--- src/rtl/parport_pkg.sv ---
// Constants shared by the parallel port decode block and its pin synchroniser.
// Assumes APB word addressing: I/O location n sits at byte address 4*n.
package parport_pkg;
   localparam int IO_ADDR_W = 10;
   localparam int SW_ADDR_W = 7;
   localparam int IRQ_LINES = 5;
   localparam logic [1:0] LOC_DATA   = 2'h0;
   localparam logic [1:0] LOC_STATUS = 2'h1;
   localparam logic [1:0] LOC_CTRL   = 2'h2;
   localparam logic [1:0] LOC_SPARE  = 2'h3;
   localparam logic [12:0] OWN_IRQ_STATUS = 13'h1000;
   localparam logic [12:0] OWN_IRQ_MASK   = 13'h1004;
   localparam int CTRL_DIR_BIT    = 5;
   localparam int CTRL_IRQ_EN_BIT = 4;
   localparam int STATUS_PEND_BIT = 2;
   localparam logic [7:0] DATA_RST = 8'h00;
   localparam logic [5:0] CTRL_RST = 6'h00;
   localparam logic       MASK_RST = 1'h0;
   localparam int SYNC_W = 28;
endpackage

--- src/rtl/parallel_port_decode_and_mode.sv ---
// Host-side parallel printer port: I/O window decode, data/control/status, interrupt routing.
// Assumes APB master; switch and jumper pins are static levels from outside the clock domain.
// Behaviour
// Claim four addresses; low bits select location.
// Compare A8..A2 to switches; A9 must be one.
// Closed switch wants zero, open wants one.
// Switch eight closed enables, open ignores cycles.
// Drive only header-selected interrupt line, else none.
// Installer removes interrupt jumper on disabled port.
// Normal mode sole driver; shared mode drives only requests.
// Normal setting: data always driven; bidirectional: software.
// Control direction bit set turns drivers off.
// Software changes direction bit by read-modify-write.
// Not all control bits read back.
// Reset gives output-only port, drivers on.
// Edge-raised interrupt with readable pending status.
// Data write latches; read returns line levels (here only with drivers off; with drivers on the read returns the latched byte).
// Normal setting ignores direction bit entirely.
//
// Chosen here: the placing of the registers and register access over APB.
`timescale 1ns/10ps
module parallel_port_decode_and_mode (
   input  wire logic                          clk,
   input  wire logic                          rst_n,
   input  wire logic                          psel,
   input  wire logic                          penable,
   input  wire logic                          pwrite,
   input  wire logic [12:0]                   paddr,
   input  wire logic [31:0]                   pwdata,
   output logic      [31:0]                   prdata,
   output logic                               pready,
   output logic                               pslverr,
   input  wire logic [parport_pkg::SW_ADDR_W-1:0] sw_addr_closed,
   input  wire logic                          sw_enable_closed,
   input  wire logic [parport_pkg::IRQ_LINES-1:0] irq_line_header,
   input  wire logic                          irq_shared_sel,
   input  wire logic                          port_bidir_sel,
   input  wire logic [7:0]                    pd_in,
   output logic      [7:0]                    pd_out,
   output logic                               pd_oe,
   input  wire logic                          busy,
   input  wire logic                          ack_n,
   input  wire logic                          paper_out,
   input  wire logic                          selected,
   input  wire logic                          fault_n,
   output logic      [3:0]                    ctrl_pins,
   output logic      [parport_pkg::IRQ_LINES-1:0] irq_line_out,
   output logic      [parport_pkg::IRQ_LINES-1:0] irq_line_oe,
   output logic                               irq
);
   import parport_pkg::*;

   typedef struct packed {
      logic [7:0]           dat;
      logic [5:0]           ctl;
      logic                 ists;
      logic                 imask;
      logic                 ack_prev;
      logic [31:0]          prdata;
      logic                 pready;
      logic                 pslverr;
      logic                 data_oe;
      logic                 irq;
      logic [IRQ_LINES-1:0] irq_out;
      logic [IRQ_LINES-1:0] irq_oe;
   } state_t;

   localparam state_t STATE_RST = '{
      // Edge memory starts low like the synchroniser, so no false edge follows reset
      dat: DATA_RST, ctl: CTRL_RST, ists: 1'b0, imask: MASK_RST, ack_prev: 1'b0,
      prdata: 32'h0000_0000, pready: 1'b0, pslverr: 1'b0, data_oe: 1'b1,
      irq: 1'b0, irq_out: '0, irq_oe: '0};

   state_t s_r;
   state_t s_nxt;

   logic [SYNC_W-1:0] raw_pins;
   logic [SYNC_W-1:0] sync_pins;
   logic [SW_ADDR_W-1:0] sw_closed_s;
   logic                 en_s;
   logic [IRQ_LINES-1:0] hdr_s;
   logic                 shared_s;
   logic                 bidir_s;
   logic [7:0]           pd_in_s;
   logic [4:0]           stat_s;

   // Jumpers and switches are asynchronous pins too, so they share the synchroniser
   assign raw_pins = {sw_addr_closed, sw_enable_closed, irq_line_header, irq_shared_sel,
                      port_bidir_sel, pd_in, busy, ack_n, paper_out, selected, fault_n};

   pin_sync #(
      .W (SYNC_W)
   ) u_sync (
      .clk    (clk),
      .rst_n  (rst_n),
      .pins   (raw_pins),
      .pins_s (sync_pins)
   );

   assign {sw_closed_s, en_s, hdr_s, shared_s, bidir_s, pd_in_s, stat_s} = sync_pins;

   function automatic logic port_match(input logic [12:0] a, input logic en,
                                       input logic [SW_ADDR_W-1:0] closed);
      logic [IO_ADDR_W-1:0] io;
      io = a[11:2];
      port_match = en && !a[12] && io[9] && (io[8:2] == ~closed); // see R2 see R3
   endfunction

   logic io_hit;
   logic own_hit;
   logic setup_ph;
   logic acc_wr;
   logic ack_fall;
   logic [1:0] loc;

   always_comb begin
      s_nxt    = s_r;
      io_hit   = port_match(paddr, en_s, sw_closed_s);
      own_hit  = (paddr == OWN_IRQ_STATUS) || (paddr == OWN_IRQ_MASK);
      loc      = paddr[3:2];
      setup_ph = psel && !penable;
      acc_wr   = psel && penable && s_r.pready && pwrite && !s_r.pslverr;
      ack_fall = s_r.ack_prev && !stat_s[3];
      s_nxt.ack_prev = stat_s[3];
      s_nxt.pready   = 1'b0;
      s_nxt.pslverr  = 1'b0;

      if (setup_ph) begin
         s_nxt.pready  = 1'b1;
         s_nxt.pslverr = !(io_hit || own_hit);
         s_nxt.prdata  = 32'h0000_0000;
         if (io_hit) begin
            if (loc == LOC_DATA) begin
               s_nxt.prdata[7:0] = s_r.data_oe ? s_r.dat : pd_in_s;
            end else if (loc == LOC_STATUS) begin
               s_nxt.prdata[7:0] = {stat_s, s_r.ists, 2'b00};
            end else if (loc == LOC_CTRL) begin
               // Upper two bits have no storage and read zero
               s_nxt.prdata[7:0] = {2'b00, s_r.ctl};
            end
         end else if (paddr == OWN_IRQ_STATUS) begin
            s_nxt.prdata[0] = s_r.ists;
         end else if (paddr == OWN_IRQ_MASK) begin
            s_nxt.prdata[0] = s_r.imask;
         end
      end

      if (acc_wr) begin
         if (io_hit) begin
            if (loc == LOC_DATA) begin
               s_nxt.dat = pwdata[7:0];
            end else if (loc == LOC_CTRL) begin
               s_nxt.ctl = pwdata[5:0]; // see R9
            end
         end else if (paddr == OWN_IRQ_STATUS) begin
            if (pwdata[0]) begin
               s_nxt.ists = 1'b0;
            end
         end else if (paddr == OWN_IRQ_MASK) begin
            s_nxt.imask = pwdata[0];
         end
      end

      // Set after clear so a coincident acknowledge edge is not lost
      if (ack_fall && s_r.ctl[CTRL_IRQ_EN_BIT]) begin
         s_nxt.ists = 1'b1;
      end

      // Direction bit only matters with the bidirectional jumper
      s_nxt.data_oe = !(bidir_s && s_nxt.ctl[CTRL_DIR_BIT]); // see R8 see R9
      s_nxt.irq     = s_nxt.ists && s_nxt.imask;

      for (int i = 0; i < IRQ_LINES; i++) begin
         if (shared_s) begin
            // Shared lines are released while idle so other adapters can pull them
            s_nxt.irq_oe[i]  = hdr_s[i] && s_nxt.irq;
            s_nxt.irq_out[i] = hdr_s[i];
         end else begin
            s_nxt.irq_oe[i]  = hdr_s[i]; // see R5
            s_nxt.irq_out[i] = hdr_s[i] && s_nxt.irq;
         end
      end
   end

   always_ff @(posedge clk) begin
      if (!rst_n) begin
         s_r <= STATE_RST;
      end else begin
         s_r <= s_nxt;
      end
   end

   assign prdata       = s_r.prdata;
   assign pready       = s_r.pready;
   assign pslverr      = s_r.pslverr;
   assign pd_out       = s_r.dat;
   assign pd_oe        = s_r.data_oe;
   assign ctrl_pins    = s_r.ctl[3:0];
   assign irq_line_out = s_r.irq_out;
   assign irq_line_oe  = s_r.irq_oe;
   assign irq          = s_r.irq;
endmodule

--- src/rtl/pin_sync.sv ---
// Two-stage synchroniser for a vector of slow pin levels.
// Assumes each bit is a level that holds for several clocks.
`timescale 1ns/10ps
module pin_sync #(
   parameter int W = 8
) (
   input  wire logic         clk,
   input  wire logic         rst_n,
   input  wire logic [W-1:0] pins,
   output logic      [W-1:0] pins_s
);
   logic [W-1:0] meta_r;

   always_ff @(posedge clk) begin
      if (!rst_n) begin
         meta_r <= '0;
         pins_s <= '0;
      end else begin
         meta_r <= pins;
         pins_s <= meta_r;
      end
   end
endmodule

--- config.mk ---
export PLATFORM = sky130hd
export DESIGN_NAME = parallel_port_decode_and_mode
export DESIGN_NICKNAME = d
export VERILOG_FILES = /design/src/rtl/parport_pkg.sv /design/src/rtl/parallel_port_decode_and_mode.sv /design/src/rtl/pin_sync.sv
export SDC_FILE = /design/constraint.sdc
export NUM_CORES = 1
export LEC_CHECK = 0
export ABC_AREA = 0
export BUFFER_PORTS_ARGS = -buffer_cell sky130_fd_sc_hd__buf_2
export CORE_UTILIZATION = 44
export CTS_CLUSTER_SIZE = 16
export DETAILED_ROUTE_END_ITERATION = 10
export PLACE_DENSITY = 0.86
export REMOVE_ABC_BUFFERS = 1
export SYNTH_ARGS = -nofsm -noshare
export SYNTH_HDL_FRONTEND = slang
export SYNTH_SLANG_ARGS = --single-unit
--- constraint.sdc ---
create_clock -name clk -period 1.37 [get_ports clk]
set_input_delay 0.274 -clock clk [delete_from_list [all_inputs] [get_ports clk]]
set_output_delay 0.274 -clock clk [all_outputs]
set_load 0.005 [all_outputs]
==> summary.md <==
The routed design has 11.1 mm of wire. Entering global routing, the biggest net connects 57 pins. The critical path goes through and3b_2 > nor4_4 > o2bb2ai_4 > buf_6 > a221oi_2. Summed over all layers, the global routing overflow is 0. The via count of the first global-routing pass was 2896; the number of design rule violations left after detail routing was 0.

Tightest hold margin: 0.118 ns. The number of distinct library cells after synthesis is 37, and the clock latency reported for the late side of the worst-skew pair is 0.37 ns. The run gives 590 as the number of standard cells in the final layout excluding fillers. The tools report the placed cell count as 558. In the final layout, the multi-input gates occupy 0.00183 sq mm. The post-DP HPWL was 6.17 mm.

The type of the tightest min-delay check is input port to register. Counting flops with a built-in enable in the synthesized netlist gives 0. Among all flip-flop cells after synthesis, the most frequent one is dfxtp_1. The tools report the endpoint of the worst register-to-register path as irq_line_out[1]. The initialized floorplan defines 33 standard-cell rows. The logs give 5.17 mW for the total power after layout and -0.429 ns for the post-placement setup slack.

Detailed routing inserted a total of 3299 vias. After the last flow step, the layout net total stands at 558. The overall global routing resource usage came out at 0.205. Portion of synthesized cell area occupied by the leading cell type: 0.501. The number of storage elements in the synthesis netlist came out at 95.

The run gives -0.210 ns as the final setup slack of the worst path. TritonCTS built the clock tree. Dominant cell by count in the synthesized netlist: dfxtp_1.

The synthesized cell area was 0.00379 sq mm; the number of detailed-route iterations in the first pass was 5. Register-to-register setup slack: -0.21 ns. The clock skew is 0.0158 ns.

The ratio of cells with drive above 1 in the final layout is 0.449. From left edge to right edge, the die measures 94.9 um. The mean cell area of the mapped netlist works out to 9.85 sq um.

CTS built an H-tree with a depth of 3. The proportion of synthesized flip-flops having asynchronous set or reset was 0. The logs give 0 for the Yosys warning count and 1.82 ns for the data arrival time of the worst path. Power spread over the standard cell area amounts to 1020 mW/mm^2. The detailed router finished its first iteration with 240 violations. The clock input transition at the sequential cells of the worst setup and hold paths is 0.10 ns, and the critical path data required time is 1.61 ns. By count the netlist is led by 95 x dfxtp_1, 58 x and2_1, 54 x buf_4, 20 x a21oi_1, 20 x nand4_1. The fraction of the yosys area taken by sequential cells was 0.501. Initial antenna violation count: 0.

The worst setup path is captured at a register. Setup violations remaining at the end of the flow were counted as 28. After layout, the minimum clock period comes to 1.58 ns. The total stage count of the critical path is 5, and the I/O pin count is 136. The clock passes through at most 2 buffers. The number of buffer and inverter instances along the worst setup path works out to 1. Following the worst setup path forward leads to its endpoint at irq_line_out[1].

The tools report the clock root buffer as clkbuf_8. The dominant cell type by area after synthesis is dfxtp_1. The run finished, with violations left.

0 antenna diodes ended up in the layout. IR analysis of the VDD net gives a maximum drop of 0.529 mV. The average routed wire per standard cell was 18.9 um; the count of fill cells added during filler insertion was 583. STA classifies the critical path startpoint as a register. The max-cap violation count came out at 0.

The worst reg2reg path depth was 5; the achievable frequency was 0.633 GHz. Critical path launch point: u_sync.pins_s[3]. The first global-routing pass estimated 13.8 mm of wire. The worst setup path is of the register to register kind. The area growth from synthesis to layout is 33.8%.

The standard cell with the maximum stage delay on the critical path was nor4_4. The maximum fanout along the worst path came out at 6. The run gives 95 as the CTS sink count. Buffers placed on the I/O ports in this run total 87. The logs give 0 for the final-report hold violation count and 0.00900 sq mm for the full die area.

The ratio of routed vias to standard cells was 5.59. The final cell utilization of the core is 0.611, and the summed area of non-filler cells in the final layout is 0.00507 sq mm. In the post-synthesis netlist, the biggest area contributors are dfxtp_1 50%, buf_4 11%, and2_1 9.6%. The leakage power summed over all cells was 2.15 nW; the effective utilization at floorplan was 0.457. The checks that failed: setup timing.

In this run the cell area measured after placement is 0.00426 sq mm. Synthesis produced a netlist whose cell count is 385. Max-slew violation count: 0.

The final weighted congestion of routability-driven global placement is 0.886, and the longest individual stage delay on the worst path is 0.41 ns. The worst register-to-register path begins at u_sync.pins_s[3]. The area of the placeable core was 0.00830 sq mm. Setup repair after global routing could not meet its margin everywhere. The dominant delay contributor by cell family on the critical path was simple AND/OR/NAND/NOR gates. The height of the die was 94.9 um; the portion of the clock cycle consumed by the worst path in the final layout was 1.15.

In this run, CTS created clock tree buffers numbering 9. The tools report the sequential cell area as 0.00192 sq mm. The final-layout setup total negative slack was -4.01 ns. Once detail routing completed, the nets flagged for antenna violations numbered 0.
layout by cell type (no fill, tap or decap), types with 5 or more instances in the layout:
cell      instances
a211oi_1          5
mux2i_1           8
o31ai_4           8
o31ai_2           6
and2_1           58
nand4_1          20
buf_2            87
buf_4            29
a221oi_2         10
buf_6            12
dfxtp_2          12
a21oi_2           5
dfxtp_1          83
buf_12            6
a21oi_1          15
conb_1           24
clkbuf_8          9
o21ai_1           6
nand2_1          16
o21ai_0           5
nor2b_1           7
xor2_2            7
worst min path at each step:
stage	startpoint	end	slack (ns)	depth (start not counted)
3_5_place_dp	u_sync.meta_r[1]	u_sync.pins_s[1]	0.42	1
5_1_grt	sw_addr_closed[6]	u_sync.meta_r[27]	0.1	2
2_1_floorplan	rst_n	u_sync.meta_r[0]	0.40	1
4_1_cts	pd_in[1]	u_sync.meta_r[6]	0.11	2
3_3_place_gp	u_sync.meta_r[15]	u_sync.pins_s[15]	0.42	1
6_report	pd_in[1]	u_sync.meta_r[6]	0.12	2
timing repair:
action | in CTS | in global routing
hold buffers | 0 | 0
setup endpoints to repair | 35 | 36
pin swaps | 17 | 34
buffers inserted | 5 | 9
resized for setup | 38 | 52
cloned | 1 | 3
sequential cells by signal, indices dropped and copies added, names as in the netlist:
signal         flops
pd_out             8
u_sync.meta_r     28
pd_oe              1
ctrl_pins          4
irq_line_oe        5
pslverr            1
u_sync.pins_s     28
prdata             8
irq                1
irq_line_out       5
s_r                5
pready             1
metal layers:
layer / share of wire / vias to the layer above / global-route usage
met5: 0 / - / 0
met4: 0.063 / 0 / 0.144
met3: 0.089 / 81 / 0.0556
met2: 0.49 / 252 / 0.341
met1: 0.36 / 1529 / 0.225
li1: - / 1437 / -
power by group:
part           total, mW  leakage (nW)  switching (mW)  internal (mW)
sequential          2.88         0.782          0.0317           2.85
combinational      0.433          1.28           0.236          0.196
clock               1.86        0.0891            1.00          0.854
total               5.17          2.15            1.27           3.90
area by class of cell:
type                       instances  share of cell area
sequential                        95               0.378
inverter                           5             0.00370
multi-input combinational        232               0.360
clock inverter                     6              0.0138
timing repair buffer             137               0.194
clock buffer                      10              0.0251
tap                              105              0.0259
cell families (layout without fill, tap and decap cells):
| kind of cell | Yosys count | count (layout) | synth area share |
|---|---|---|---|
| AO/OA/AOI/OAI | 67 | 67 | 0.120 |
| XOR/XNOR | 7 | 7 | 0.0162 |
| AND/OR/NAND/NOR | 126 | 126 | 0.200 |
| flip-flops | 95 | 95 | 0.501 |
| buffers and inverters | 81 | 158 | 0.140 |
| multiplexers | 8 | 8 | 0.0211 |
| other | 1 | 24 | 0.000988 |
Power figures use the tool's default switching activity.
